### config.mk
export PLATFORM = sky130hd
export DESIGN_NAME = ulms_top
export DESIGN_NICKNAME = d
export VERILOG_FILES = /design/src/hdl/ulms_pkg.sv /design/src/hdl/ulms_sync.sv /design/src/hdl/ulms_rx_status.sv /design/src/hdl/ulms_top.sv
export VERILOG_INCLUDE_DIRS = /design/src /design/src/hdl
export SDC_FILE = /design/constraint.sdc
export NUM_CORES = 1
export LEC_CHECK = 0
export ABC_AREA = 1
export ABC_CLOCK_PERIOD_IN_PS = 6000
export BUFFER_PORTS_ARGS = -buffer_cell sky130_fd_sc_hd__buf_4
export CORE_MARGIN = 2
export CORE_UTILIZATION = 60
export DETAILED_ROUTE_END_ITERATION = 8
export PLACE_DENSITY_LB_ADDON = 0.12
export SLEW_MARGIN = 40
export SYNTH_ARGS = -nofsm -noshare
export SYNTH_HDL_FRONTEND = slang
export SYNTH_SLANG_ARGS = --single-unit
### constraint.sdc
create_clock -name I_REF_CLK -period 6 [get_ports I_REF_CLK]
set_input_delay 0.6 -clock I_REF_CLK [delete_from_list [all_inputs] [get_ports I_REF_CLK]]
set_output_delay 0.6 -clock I_REF_CLK [all_outputs]
set_load 0.02 [all_outputs]
### src/hdl/ulms_regs.svh
`ifndef ULMS_REGS_SVH
`define ULMS_REGS_SVH

// ----------------------------------------------------------------
// Register byte offsets
// ----------------------------------------------------------------
`define ULMS_OFS_RXDATA 8'h00
`define ULMS_OFS_CONFIG 8'h08
`define ULMS_OFS_MCTRL  8'h10
`define ULMS_OFS_LSTAT  8'h14
`define ULMS_OFS_MSTAT  8'h18

// ----------------------------------------------------------------
// Field positions
// ----------------------------------------------------------------
`define ULMS_LS_DR      0
`define ULMS_LS_OE      1
`define ULMS_LS_PE      2
`define ULMS_MC_DTR     0
`define ULMS_MC_RTS     1
`define ULMS_MC_OP1     2
`define ULMS_MC_OP2     3
`define ULMS_MC_LOOP    4
`define ULMS_CFG_FIFO   0
`define ULMS_MS_LVL     4

// ----------------------------------------------------------------
// Reset values, sizes, responses
// ----------------------------------------------------------------
`define ULMS_MCTRL_RST  5'h00
`define ULMS_EFC_RST    3'h0
`define ULMS_CFG_RST    1'b0
`define ULMS_RX_DEPTH   128
`define ULMS_RESP_OKAY  2'h0
`define ULMS_RESP_SLV   2'h2

`endif

### src/hdl/ulms_pkg.sv
package ulms_pkg;

  typedef logic [7:0] ulms_addr_t;

  typedef struct packed {
    logic       perr;
    logic [7:0] data;
  } ulms_char_s;

  // Order matches modem status bits 7..4
  typedef struct packed {
    logic cd;
    logic ri;
    logic dsr;
    logic cts;
  } ulms_modem_s;

  typedef enum logic [0:0] {
    WR_IDLE,
    WR_RESP
  } ulms_wr_e;

  function automatic logic ulms_hit(input ulms_addr_t a, input ulms_addr_t ofs);
    return a[7:2] == ofs[7:2];
  endfunction : ulms_hit

endpackage : ulms_pkg

### src/hdl/ulms_sync.sv
`timescale 1ns/1ps

module ulms_sync #(
  parameter int           W       = 4,
  parameter logic [W-1:0] RST_VAL = '1
) (
  input  wire logic         i_clk,  // Clock
  input  wire logic         i_rst,  // Async reset
  input  wire logic [W-1:0] i_d,    // Async levels
  output logic      [W-1:0] o_q     // Synchronised levels
);

  logic [W-1:0] meta_r;

  always_ff @(posedge i_clk or posedge i_rst) begin
    if (i_rst) begin
      meta_r <= RST_VAL;
      o_q    <= RST_VAL;
    end else begin
      meta_r <= i_d;
      o_q    <= meta_r;
    end
  end

endmodule : ulms_sync

### src/hdl/ulms_rx_status.sv
`timescale 1ns/1ps

module ulms_rx_status #(
  parameter int DEPTH = 128,
  parameter int AW    = $clog2(DEPTH)
) (
  input  wire logic                 i_clk,     // Clock
  input  wire logic                 i_rst,     // Async reset
  input  wire logic                 i_flush,   // Empty the queue
  input  wire logic                 i_fifo_en, // Queue mode, else one holding slot
  input  wire logic                 i_push,    // Character completed
  input  wire ulms_pkg::ulms_char_s i_char,    // Character and parity flag
  input  wire logic                 i_pop,     // Head consumed
  output ulms_pkg::ulms_char_s      o_head,    // Head character
  output logic                      o_ne,      // Not empty
  output logic                      o_ovr,     // Push refused, queue full
  output logic      [AW:0]          o_count    // Fill level
);
  import ulms_pkg::*;

  ulms_char_s  mem [DEPTH];
  logic [AW-1:0] wr_ptr_r;
  logic [AW-1:0] rd_ptr_r;
  logic [AW:0]   count_r;
  logic [AW:0]   cap;
  logic          full;
  logic          push_ok;
  logic          pop_ok;

  always_comb begin
    cap     = i_fifo_en ? (AW+1)'(DEPTH) : (AW+1)'(1);
    full    = count_r >= cap;
    push_ok = i_push & ~full;
    pop_ok  = i_pop & (count_r != '0);
    o_ovr   = i_push & full;
    o_ne    = count_r != '0;
    o_head  = mem[rd_ptr_r];
    o_count = count_r;
  end

  // Refused character is dropped; queued ones stay intact
  always_ff @(posedge i_clk) begin
    if (push_ok) begin
      mem[wr_ptr_r] <= i_char;
    end
  end

  always_ff @(posedge i_clk or posedge i_rst) begin
    if (i_rst) begin
      wr_ptr_r <= '0;
      rd_ptr_r <= '0;
      count_r  <= '0;
    end else if (i_flush) begin
      wr_ptr_r <= '0;
      rd_ptr_r <= '0;
      count_r  <= '0;
    end else begin
      if (push_ok) begin
        wr_ptr_r <= wr_ptr_r + 1'b1;
      end
      if (pop_ok) begin
        rd_ptr_r <= rd_ptr_r + 1'b1;
      end
      if (push_ok & ~pop_ok) begin
        count_r <= count_r + 1'b1;
      end else if (pop_ok & ~push_ok) begin
        count_r <= count_r - 1'b1;
      end
    end
  end

endmodule : ulms_rx_status

### src/hdl/ulms_top.sv
`timescale 1ns/1ps
`include "ulms_regs.svh"

// ----------------------------------------------------------------
// What this block does
// - Parity failure sets line status bit 2
// - Queue mode: parity flag follows head character
// - Character into full queue sets bit 1
// - Overrun drops new character, queue kept
// - Bit 0 high while characters remain
// - Error and change flags zero after reset
// - Modem status read-only; write hits extra_feature_control
// - CD, DSR, CTS toggles set bits 3,1,0
// - RI change flag only on trailing edge
// - Reading modem status clears four change flags
// - Any change flag raises modem interrupt
// - Bit 7: CD, loopback user_output_two
// - Bit 6: RI, loopback user_output_one
// - Bit 5: DSR, loopback DTR bit
// - Bit 4: CTS, loopback RTS bit
// ----------------------------------------------------------------
module ulms_top #(
  parameter int RX_DEPTH = `ULMS_RX_DEPTH
) (
  input  wire logic                  I_REF_CLK,   // 50 MHz clock
  input  wire logic                  I_RST,       // Async reset, high
  input  wire ulms_pkg::ulms_addr_t  I_AWADDR,    // Write address
  input  wire logic                  I_AWVALID,   // Write address valid
  output logic                       O_AWREADY,   // Write address ready
  input  wire logic [31:0]           I_WDATA,     // Write data
  input  wire logic [3:0]            I_WSTRB,     // Write strobes
  input  wire logic                  I_WVALID,    // Write data valid
  output logic                       O_WREADY,    // Write data ready
  output logic      [1:0]            O_BRESP,     // Write response
  output logic                       O_BVALID,    // Write response valid
  input  wire logic                  I_BREADY,    // Write response ready
  input  wire ulms_pkg::ulms_addr_t  I_ARADDR,    // Read address
  input  wire logic                  I_ARVALID,   // Read address valid
  output logic                       O_ARREADY,   // Read address ready
  output logic      [31:0]           O_RDATA,     // Read data
  output logic      [1:0]            O_RRESP,     // Read response
  output logic                       O_RVALID,    // Read data valid
  input  wire logic                  I_RREADY,    // Read data ready
  input  wire logic                  I_RX_VALID,  // Received character pulse
  input  wire ulms_pkg::ulms_char_s  I_RX_CHAR,   // Received character
  input  wire ulms_pkg::ulms_modem_s I_MODEM_N,   // Modem inputs, active low
  output logic                       O_DTR_N,     // DTR pin, active low
  output logic                       O_RTS_N,     // RTS pin, active low
  output logic                       O_OP1_N,     // User output one, active low
  output logic                       O_OP2_N,     // User output two, active low
  output logic                       O_MODEM_IRQ, // Modem status interrupt
  output logic      [2:0]            O_EXTRA_FEAT // extra_feature_control
);
  import ulms_pkg::*;

  ulms_wr_e       wr_st_r;
  logic           aw_got_r;
  logic           w_got_r;
  ulms_addr_t     waddr_r;
  logic [7:0]     wdata_r;
  logic           wstrb_r;
  logic           aw_fire;
  logic           w_fire;
  logic           aw_have;
  logic           w_have;
  ulms_addr_t     wa_eff;
  logic [7:0]     wd_eff;
  logic           ws_eff;
  logic           wr_do;
  logic           wr_lane;
  logic           ar_fire;
  logic           rd_mstat;
  logic           rd_lstat;
  logic           rd_pop;
  logic [7:0]     rd_val;
  logic [4:0]     mctrl_r;
  logic           cfg_fifo_r;
  logic           cfg_wr;
  logic           loop;
  logic [3:0]     m_sync;
  logic [3:0]     lb_vec;
  logic [3:0]     lvl;
  logic [3:0]     lvl_r;
  logic [3:0]     chg;
  logic [3:0]     set;
  logic [3:0]     delta_r;
  logic [3:0]     delta_nxt;
  logic           oe_r;
  logic           ls_pe;
  logic [7:0]     ls_val;
  ulms_char_s     rx_head;
  logic           rx_ne;
  logic           rx_ovr;
  logic [$clog2(RX_DEPTH):0] rx_count;

  function automatic logic map_hit(input ulms_addr_t a);
    return ulms_hit(a, `ULMS_OFS_RXDATA) | ulms_hit(a, `ULMS_OFS_CONFIG) |
           ulms_hit(a, `ULMS_OFS_MCTRL) | ulms_hit(a, `ULMS_OFS_LSTAT) |
           ulms_hit(a, `ULMS_OFS_MSTAT);
  endfunction : map_hit

  // ----------------------------------------------------------------
  // Modem inputs
  // ----------------------------------------------------------------
  // two-stage synchroniser
  ulms_sync #(
    .W       (4),
    .RST_VAL (4'hf)
  ) u_sync (
    .i_clk (I_REF_CLK),
    .i_rst (I_RST),
    .i_d   (I_MODEM_N),
    .o_q   (m_sync)
  );

  always_comb begin
    loop   = mctrl_r[`ULMS_MC_LOOP];
    lb_vec = {mctrl_r[`ULMS_MC_OP2], mctrl_r[`ULMS_MC_OP1],
              mctrl_r[`ULMS_MC_DTR], mctrl_r[`ULMS_MC_RTS]};
    lvl    = loop ? lb_vec : ~m_sync;
    chg    = lvl ^ lvl_r;
    set    = {chg[3], lvl_r[2] & ~lvl[2], chg[1], chg[0]};
    // clear on read, new change wins
    delta_nxt = (rd_mstat ? 4'h0 : delta_r) | set;
  end

  always_ff @(posedge I_REF_CLK or posedge I_RST) begin
    if (I_RST) begin
      lvl_r   <= 4'h0;
      delta_r <= 4'h0;
    end else begin
      lvl_r   <= lvl;
      delta_r <= delta_nxt;
    end
  end

  always_ff @(posedge I_REF_CLK or posedge I_RST) begin
    if (I_RST) begin
      O_MODEM_IRQ <= 1'b0;
    end else begin
      O_MODEM_IRQ <= |delta_nxt;
    end
  end

  // Pins held inactive while looped back
  always_ff @(posedge I_REF_CLK or posedge I_RST) begin
    if (I_RST) begin
      O_DTR_N <= 1'b1;
      O_RTS_N <= 1'b1;
      O_OP1_N <= 1'b1;
      O_OP2_N <= 1'b1;
    end else begin
      O_DTR_N <= loop | ~mctrl_r[`ULMS_MC_DTR];
      O_RTS_N <= loop | ~mctrl_r[`ULMS_MC_RTS];
      O_OP1_N <= loop | ~mctrl_r[`ULMS_MC_OP1];
      O_OP2_N <= loop | ~mctrl_r[`ULMS_MC_OP2];
    end
  end

  // ----------------------------------------------------------------
  // Receive status
  // ----------------------------------------------------------------
  // full queue refuses the character
  ulms_rx_status #(
    .DEPTH (RX_DEPTH)
  ) u_rx (
    .i_clk     (I_REF_CLK),
    .i_rst     (I_RST),
    .i_flush   (cfg_wr),
    .i_fifo_en (cfg_fifo_r),
    .i_push    (I_RX_VALID),
    .i_char    (I_RX_CHAR),
    .i_pop     (rd_pop),
    .o_head    (rx_head),
    .o_ne      (rx_ne),
    .o_ovr     (rx_ovr),
    .o_count   (rx_count)
  );

  // sticky overrun, set wins over read clear
  always_ff @(posedge I_REF_CLK or posedge I_RST) begin
    if (I_RST) begin
      oe_r <= 1'b0;
    end else begin
      oe_r <= (oe_r & ~rd_lstat) | rx_ovr;
    end
  end

  always_comb begin
    ls_pe  = rx_ne & rx_head.perr;
    ls_val = 8'h00;
    // data ready while queue holds data
    ls_val[`ULMS_LS_DR] = rx_ne;
    ls_val[`ULMS_LS_OE] = oe_r;
    ls_val[`ULMS_LS_PE] = ls_pe;
  end

  // ----------------------------------------------------------------
  // Register writes
  // ----------------------------------------------------------------
  always_comb begin
    aw_fire = I_AWVALID & O_AWREADY;
    w_fire  = I_WVALID & O_WREADY;
    aw_have = aw_got_r | aw_fire;
    w_have  = w_got_r | w_fire;
    wa_eff  = aw_fire ? I_AWADDR : waddr_r;
    wd_eff  = w_fire ? I_WDATA[7:0] : wdata_r;
    ws_eff  = w_fire ? I_WSTRB[0] : wstrb_r;
    wr_do   = (wr_st_r == WR_IDLE) & aw_have & w_have;
    wr_lane = wr_do & ws_eff;
    cfg_wr  = wr_lane & ulms_hit(wa_eff, `ULMS_OFS_CONFIG);
  end

  always_ff @(posedge I_REF_CLK or posedge I_RST) begin
    if (I_RST) begin
      wr_st_r   <= WR_IDLE;
      aw_got_r  <= 1'b0;
      w_got_r   <= 1'b0;
      O_AWREADY <= 1'b0;
      O_WREADY  <= 1'b0;
      O_BVALID  <= 1'b0;
      O_BRESP   <= `ULMS_RESP_OKAY;
    end else begin
      case (wr_st_r)
        WR_IDLE: begin
          if (wr_do) begin
            wr_st_r   <= WR_RESP;
            aw_got_r  <= 1'b0;
            w_got_r   <= 1'b0;
            O_AWREADY <= 1'b0;
            O_WREADY  <= 1'b0;
            O_BVALID  <= 1'b1;
            O_BRESP   <= map_hit(wa_eff) ? `ULMS_RESP_OKAY : `ULMS_RESP_SLV;
          end else begin
            aw_got_r  <= aw_have;
            w_got_r   <= w_have;
            O_AWREADY <= ~aw_have;
            O_WREADY  <= ~w_have;
          end
        end
        WR_RESP: begin
          if (I_BREADY) begin
            wr_st_r   <= WR_IDLE;
            O_BVALID  <= 1'b0;
            O_AWREADY <= 1'b1;
            O_WREADY  <= 1'b1;
          end
        end
        default: begin
          wr_st_r <= WR_IDLE;
        end
      endcase
    end
  end

  always_ff @(posedge I_REF_CLK or posedge I_RST) begin
    if (I_RST) begin
      waddr_r <= 8'h00;
      wdata_r <= 8'h00;
      wstrb_r <= 1'b0;
    end else begin
      if (aw_fire) begin
        waddr_r <= I_AWADDR;
      end
      if (w_fire) begin
        wdata_r <= I_WDATA[7:0];
        wstrb_r <= I_WSTRB[0];
      end
    end
  end

  always_ff @(posedge I_REF_CLK or posedge I_RST) begin
    if (I_RST) begin
      mctrl_r      <= `ULMS_MCTRL_RST;
      cfg_fifo_r   <= `ULMS_CFG_RST;
      O_EXTRA_FEAT <= `ULMS_EFC_RST;
    end else if (wr_lane) begin
      if (ulms_hit(wa_eff, `ULMS_OFS_MCTRL)) begin
        mctrl_r <= wd_eff[4:0];
      end
      if (ulms_hit(wa_eff, `ULMS_OFS_CONFIG)) begin
        cfg_fifo_r <= wd_eff[`ULMS_CFG_FIFO];
      end
      if (ulms_hit(wa_eff, `ULMS_OFS_MSTAT)) begin
        O_EXTRA_FEAT <= wd_eff[2:0];
      end
    end
  end

  // ----------------------------------------------------------------
  // Register reads
  // ----------------------------------------------------------------
  always_comb begin
    ar_fire  = I_ARVALID & O_ARREADY;
    rd_mstat = ar_fire & ulms_hit(I_ARADDR, `ULMS_OFS_MSTAT);
    rd_lstat = ar_fire & ulms_hit(I_ARADDR, `ULMS_OFS_LSTAT);
    rd_pop   = ar_fire & ulms_hit(I_ARADDR, `ULMS_OFS_RXDATA);
    rd_val   = 8'h00;
    if (ulms_hit(I_ARADDR, `ULMS_OFS_RXDATA)) begin
      rd_val = rx_ne ? rx_head.data : 8'h00;
    end else if (ulms_hit(I_ARADDR, `ULMS_OFS_CONFIG)) begin
      rd_val = {7'h00, cfg_fifo_r};
    end else if (ulms_hit(I_ARADDR, `ULMS_OFS_MCTRL)) begin
      rd_val = {3'h0, mctrl_r};
    end else if (ulms_hit(I_ARADDR, `ULMS_OFS_LSTAT)) begin
      rd_val = ls_val;
    end else if (ulms_hit(I_ARADDR, `ULMS_OFS_MSTAT)) begin
      rd_val = {lvl_r, delta_r};
    end
  end

  always_ff @(posedge I_REF_CLK or posedge I_RST) begin
    if (I_RST) begin
      O_ARREADY <= 1'b0;
      O_RVALID  <= 1'b0;
      O_RDATA   <= 32'h0000_0000;
      O_RRESP   <= `ULMS_RESP_OKAY;
    end else if (ar_fire) begin
      O_ARREADY <= 1'b0;
      O_RVALID  <= 1'b1;
      O_RDATA   <= {24'h00_0000, rd_val};
      O_RRESP   <= map_hit(I_ARADDR) ? `ULMS_RESP_OKAY : `ULMS_RESP_SLV;
    end else if (O_RVALID & I_RREADY) begin
      O_RVALID  <= 1'b0;
      O_ARREADY <= 1'b1;
    end else if (~O_RVALID) begin
      O_ARREADY <= 1'b1;
    end
  end
endmodule : ulms_top

==> impl_results.md, run 1 <==
* CTS tree: built
* Initial antenna violation count at 1
* DRC viols at 0
* Post-Synthesis Cell Area at 0.0505 mm2
* Crit-path cells: inv_1 -> ha_1 -> o41ai_2 -> nand3_2 -> inv_2 -> nand3_1 -> buf_4 -> nor2_1
* Slew Viols, Final at 0
* Internal reg-to-reg setup slack at 2.11 ns
* Max_cap viols at 0
* Core area at 0.0836 mm2
* Final non-filler cell total at 5386
* Synth async-reset ratio at 0.0672
* Gr usage total at 0.282
* Cell area after layout at 0.0556 mm2
* CP Capture Point: u_rx.mem[47][1]
* Die Ht at 294 um
* Compound-Gate Fraction of Synth Area at 0.0862
* Clock skew at 0.0234 ns
* Worst-path clk slew at 0.06 ns
* Main area contributors after synthesis: edfxtp_1, nand2_1, nor2_1, o21ai_0, dfrtp_1
* Synth Area per Inst at 11.9 um2
* Power Density at 439 mW/mm2
* Startpoint types: flop
* Fin. Hold Viols at 0
* TritonRoute pass-1 iters at 6
* # port buffers at 61
* Synth top area share at 0.684
* Initial cell density of the core at 0.605
* Worst endpoint required time at 6.29 ns
* Placed Area at 0.0515 mm2
* Placed Cells at 5161
* Final Setup Violations at 0
* Worst Setup End Kind: flop
* Layout cells sized above 1 at 0.0968
* Post-synthesis register bit count at 1235
* Lkg Pwr at 19.2 nW
* Minimum clock period at 3.89 ns
* Routed WL at 123 mm
* Latest clock arrival within the worst-skew pair at 0.68 ns
* Critical Path AT at 4.18 ns
* Synth Area in Simple Gates at 0.143
* Post-Synth Adder-Cell Area at 0.00287
* EDFF count, synth at 1152
* Min-Delay Path Class: input pin to flop
* Critical path's top delay family: simple AND/OR/NAND/NOR gates
* Nets@finish at 4290
* Routed vias/inst at 5.98
* Die X at 294 um
* Outcome: complete, no violations
* Synthesis-to-finish area growth at 10.0%
* Fillcell total at 6078
* Maximum VDD drop at 0.000483 V
* Antenna Cells at 0
* Post-Synth XOR/XNOR Area at 0.00139
* Worst-path maximum fanout at 13
* Clk sinks at 1235
* Max H-tree Level at 3
* Period utilisation layout at 0.648
* Pin count of the biggest net entering global routing at 189
* CTS root buf: clkbuf_16
* Slew Limit Headroom at 0.405
* Reg2reg start: u_rx.o_count[0]
* Vias in the first global route at 30100
* Setup crit start: u_rx.o_count[0]
* Pre-CTS setup slack at 1.85 ns
* Clock buffer count from CTS at 119
* Most used DFF post-synth: edfxtp_1
* Post-synth cell types at 47
* # IOs at 122
* Sequential cell area at 0.0367 mm2
* Largest family of logic cells by synthesized area: simple AND/OR/NAND/NOR gates
* Largest stage delay, worst path at 0.62 ns
* Gpl congestion at 0.893
* CP Buf/Inv Count at 3
* R2R cell count at 8
* Synth warn at 0
* RSZ-0062 raised after global routing: false
* Via total after detailed routing at 32200
* Initial drt markers at 3962
* WS Path Type: flop to flop
* Fmax at 257 MHz
* Clock tree buffer depth at 3
* TNS Setup at 0 ns
* Post-synthesis sequential area ratio at 0.726
* Total power at 24.4 mW
* Most common cell in the netlist: edfxtp_1
* Worst reg2reg path endpoint: u_rx.mem[47][1]
* Post-DP HPWL at 67.7 mm
* Post-Syn Instances at 4230
* Total Die Area at 0.0866 mm2
* Slew @ Worst Pin at 0.890 ns
* Mux cell area share after synthesis at 0.000619
* Row count at 106
* Avg WL per Cell at 22.7 um
* First-pass GRT wire length at 183 mm
* Area of the multi-input gates at 0.0122 mm2
* Most instantiated cells after synthesis: edfxtp_1, nand2_1, nor2_1
* Final setup margin at 2.11 ns
* Post-route ant nets at 0
* Total global routing overflow at 0
* Critical path depth at 8
* Area leader, netlist: edfxtp_1
* Slowest cell on the critical path: nand3_1
flip-flops by register name, summed over array words and instances, names as in the netlist, 3 cells and up:
| signal | flops |
|---|---|
| u_rx.mem | 1152 |
| O_RDATA | 8 |
| u_rx.o_count | 8 |
| u_rx.rd_ptr_r | 7 |
| u_rx.wr_ptr_r | 7 |
| waddr_r | 6 |
| mctrl_r | 5 |
| wdata_r | 5 |
| delta_r | 4 |
| lvl_r | 4 |
| u_sync.meta_r | 4 |
| u_sync.o_q | 4 |
| O_EXTRA_FEAT | 3 |
final cells by class:
cell class / instances / share of cell area
clock buffers: 155 / 0.0595
clock inverters: 66 / 0.0104
inverters: 129 / 0.00920
multi-input cells: 2612 / 0.220
flip-flops and latches: 1235 / 0.660
well taps: 1080 / 0.0243
repair buffers: 109 / 0.0173
layout by cell type, fill, tap and decap left out, drive strengths merged, types with 3 or more instances in the layout:
cell    netlist  layout
a211oi       16      16
and2          5       5
inv         128     128
nand4         9       9
dfrtp        71      71
conb          1      26
a21oi       166     166
clkinv        1      55
a21boi        9       9
nor2        620     620
ha           10      10
a221oi        3       3
nor3         57      57
edfxtp     1152    1152
nand2       840     840
o211ai       81      81
dfstp        12      12
o22ai        70      70
xor2          7       7
o21ai       394     394
o21bai        4       4
nand3       255     255
o221ai       25      25
buf         214     108
bufinv        0      10
clkbuf       65     155
per-layer routing:
layer  share of wire  global-route usage  up-vias
met4           0.031               0.103        2
met1            0.41               0.405    15700
li1                -                   -    14900
met2            0.47               0.438     1392
met3           0.086              0.0514      192
met5        0.000090                   0        -
worst min path at each step:
stage	start	end	slack, ns	cells after the start
floorplan	u_sync.meta_r[0]	u_sync.o_q[0]	0.35	0
global placement	u_sync.meta_r[2]	u_sync.o_q[2]	0.35	0
detailed placement	u_sync.meta_r[2]	u_sync.o_q[2]	0.35	0
CTS	I_MODEM_N[1]	u_sync.meta_r[1]	0.01	1
global route	I_MODEM_N[0]	u_sync.meta_r[0]	0.02	1
finish	I_MODEM_N[1]	u_sync.meta_r[1]	0.03	1
per-stage QoR:
| step | utilization | hold WS (ns) |
|---|---|---|
| final | 0.666 | 0.0328 |
| after global routing | 0.666 | 0.0234 |
| after CTS | 0.663 | 0.0106 |
| after detailed placement | 0.616 | 0.347 |
| after global placement | 0.615 | 0.345 |
| after floorplan | - | 0.345 |
logic make-up after synthesis:
kind of cell | after synthesis
simple gates | 1791
mux | 3
flops | 1235
fa+ha+maj | 11
xor+xnor | 8
compound gates | 773
buf+inv | 408
other cells | 1
report_power, final:
part / total, mW / internal, mW / leakage (nW) / switching (mW)
Sequential: 9.93 / 9.64 / 11.3 / 0.284
Clock: 7.40 / 4.29 / 1.91 / 3.12
Combinational: 7.09 / 1.92 / 5.94 / 5.17
repair_timing:
action / CTS / global route
gates resized for setup: 0 / 0
setup buffers: 0 / 0
endpoints found under the hold margin: 17 / 0
hold buffers: 1 / 0
No activity file was read; power rests on OpenSTA's default activity.
==> run 2, diff against run 1 <==
- ABC_CLOCK_PERIOD_IN_PS: 6000 -> 3800
- clock period: 6 -> 3.8 ns (I/O delays scaled with it)
==> impl_results.md, run 2 (synthesis gave the netlist of run 1 again) <==
* Via total after detailed routing at 33000
* Latest clock arrival within the worst-skew pair at 0.69 ns
* Pre-CTS setup slack at 0.398 ns
* Nets@finish at 4452
* Internal reg-to-reg setup slack at 0.35 ns
* DR WL met3 at 11.3 mm
* CP Capture Point: u_rx.o_count[6]
* Sw Pwr at 13.6 mW
* Initial antenna violation count at 2
* Vias in the first global route at 31700
* Fmax at 290 MHz
* CTS root buf: clkbuf_16
* TNS Setup at 0 ns
* Final setup margin at 0.353 ns
* Post-route ant nets at 0
* Fillcell total at 6079
* Post-DP HPWL at 73.0 mm
* Most common cell after layout, fill and taps aside: edfxtp_1
* Power Density at 682 mW/mm2
* TritonRoute pass-1 iters at 6
* Clock tree buffer depth at 3
* Gr usage total at 0.295
* First-pass GRT wire length at 191 mm
* WS Path Type: flop to flop
* Min-Delay Path Class: input pin to flop
* Minimum clock period at 3.45 ns
* P_int at 25.0 mW
* Final core utilization at 0.678
* DRC viols at 0
* Clock skew at 0.0170 ns
* # port buffers at 61
* Slew @ Worst Pin at 0.869 ns
* Layout cells sized above 1 at 0.104
* Avg WL per Cell at 22.8 um
* Gpl congestion at 0.929
* Worst Setup End Kind: flop
* Total Die Area at 0.0866 mm2
* Met1 wire length at 51.7 mm
* Die Ht at 294 um
* Total power at 38.6 mW
* Initial cell density of the core at 0.605
* Worst reg2reg path endpoint: u_rx.o_count[6]
* Worst-path clk slew at 0.06 ns
* Total global routing overflow at 0
* Switching part of the total at 0.351
* Outcome: complete, no violations
* Area of the multi-input gates at 0.0120 mm2
* Sequential cell area at 0.0367 mm2
* Clock buffer count from CTS at 118
* Period utilisation layout at 0.907
* Pin count of the biggest net entering global routing at 176
* # IOs at 122
* Slew Viols, Final at 0
* Worst-path maximum fanout at 8
* Setup crit start: u_rx.o_count[0]
* Core area at 0.0836 mm2
* Critical Path AT at 4.00 ns
* DR top layer: met5
* Fin. Hold Viols at 0
* Antenna Cells at 0
* Initial drt markers at 4044
* Die X at 294 um
* Max H-tree Level at 3
* Commonest non-fill, non-tap cells in the layout: edfxtp_1, nand2_1, nor2_1, o21ai_0, nand3_1
* Cell area after layout at 0.0566 mm2
* Routed WL at 127 mm
* Row count at 106
* Lkg Pwr at 20.0 nW
* Met2 WL at 59.9 mm
* Routed vias/inst at 5.95
* Worst endpoint required time at 4.35 ns
* Maximum VDD drop at 0.000591 V
* Combinational share of power at 0.301
* Sequential Power Share at 0.403
* Reg2reg start: u_rx.o_count[0]
* CTS tree: built
* Max_cap viols at 0
* Slew Limit Headroom at 0.419
* Startpoint types: flop
* R2R cell count at 16
* Final Setup Violations at 0
* Synthesis-to-finish area growth at 12.1%
* Number of flip-flops in the largest register at 1152
* Clk sinks at 1235
* Most flops, register: u_rx.mem
* RSZ-0062 raised after global routing: false
* Placed Area at 0.0527 mm2
* Clk network pwr share at 0.296
run 2: cell count changes in the layout (fill, tap and decap cells not counted), sizes merged:
cell,previous run,this run
buf,108,258
bufinv,10,9
clkbuf,155,163
clkinv,55,44
clkinvlp,2,3
dlygate4sd3,1,14
inv,128,131
run 2: worst min-delay path by stage:
stage | from | end | slack, ns | cells after the start
final | I_ARADDR[3] | O_RRESP[1] | 0.06 | 3
after global routing | I_ARADDR[3] | O_RRESP[1] | 0.07 | 3
after CTS | I_ARADDR[3] | O_RRESP[1] | 0.03 | 3
after detailed placement | u_sync.meta_r[2] | u_sync.o_q[2] | 0.35 | 0
after global placement | u_sync.meta_r[1] | u_sync.o_q[1] | 0.35 | 0
after floorplan | u_sync.meta_r[0] | u_sync.o_q[0] | 0.35 | 0
run 2: routing by layer:
layer	global-route usage	vias up
li1	-	15200
met5	0	-
met4	0.0976	4
met1	0.420	16000
met2	0.468	1568
met3	0.0491	233
run 2: power groups by stage:
stage | registers, mW | logic, mW | clock network (mW)
final | 15.5 | 11.6 | 11.4
after global routing | 15.6 | 12.6 | 12.1
after CTS | 15.5 | 11.5 | 11.5
after detailed placement | 15.8 | 11.4 | 0
after global placement | 15.8 | 11.2 | 0
after floorplan | 15.8 | 7.52 | 0
run 2: what timing repair did:
| item | CTS | global route |
|---|---|---|
| hold endpoints to repair | 37 | 0 |
| endpoints found under the setup margin | 0 | 0 |
| hold buffers | 14 | 0 |
| setup buffers | 0 | 0 |
| resized for setup | 0 | 0 |
run 2: layout make-up:
cell class | instances | area share
clock buffers | 163 | 0.0571
clock inverters | 58 | 0.00919
inverters | 129 | 0.00895
multi-input cells | 2612 | 0.211
flip-flops and latches | 1235 | 0.648
well taps | 1080 | 0.0239
repair buffers | 272 | 0.0417
run 2: stage by stage:
step	hold WS, ns	cells
floorplan	0.345	4255
global placement	0.345	5314
detailed placement	0.347	5314
CTS	0.0294	5549
global route	0.0717	5549
finish	0.0603	5549
run 2: worst max-delay path, cell delays in order (launching register included):
cell	delay (ns)
dfrtp_1	0.41
inv_1	0.15
ha_1	0.27
o41ai_2	0.42
nand3_2	0.21
inv_2	0.21
nand2_1	0.15
buf_4	0.20
ha_1	0.31
inv_1	0.09
o21ai_0	0.07
a31oi_1	0.24
inv_1	0.07
a21oi_1	0.12
o21ai_0	0.12
xnor2_1	0.18
o22ai_1	0.08
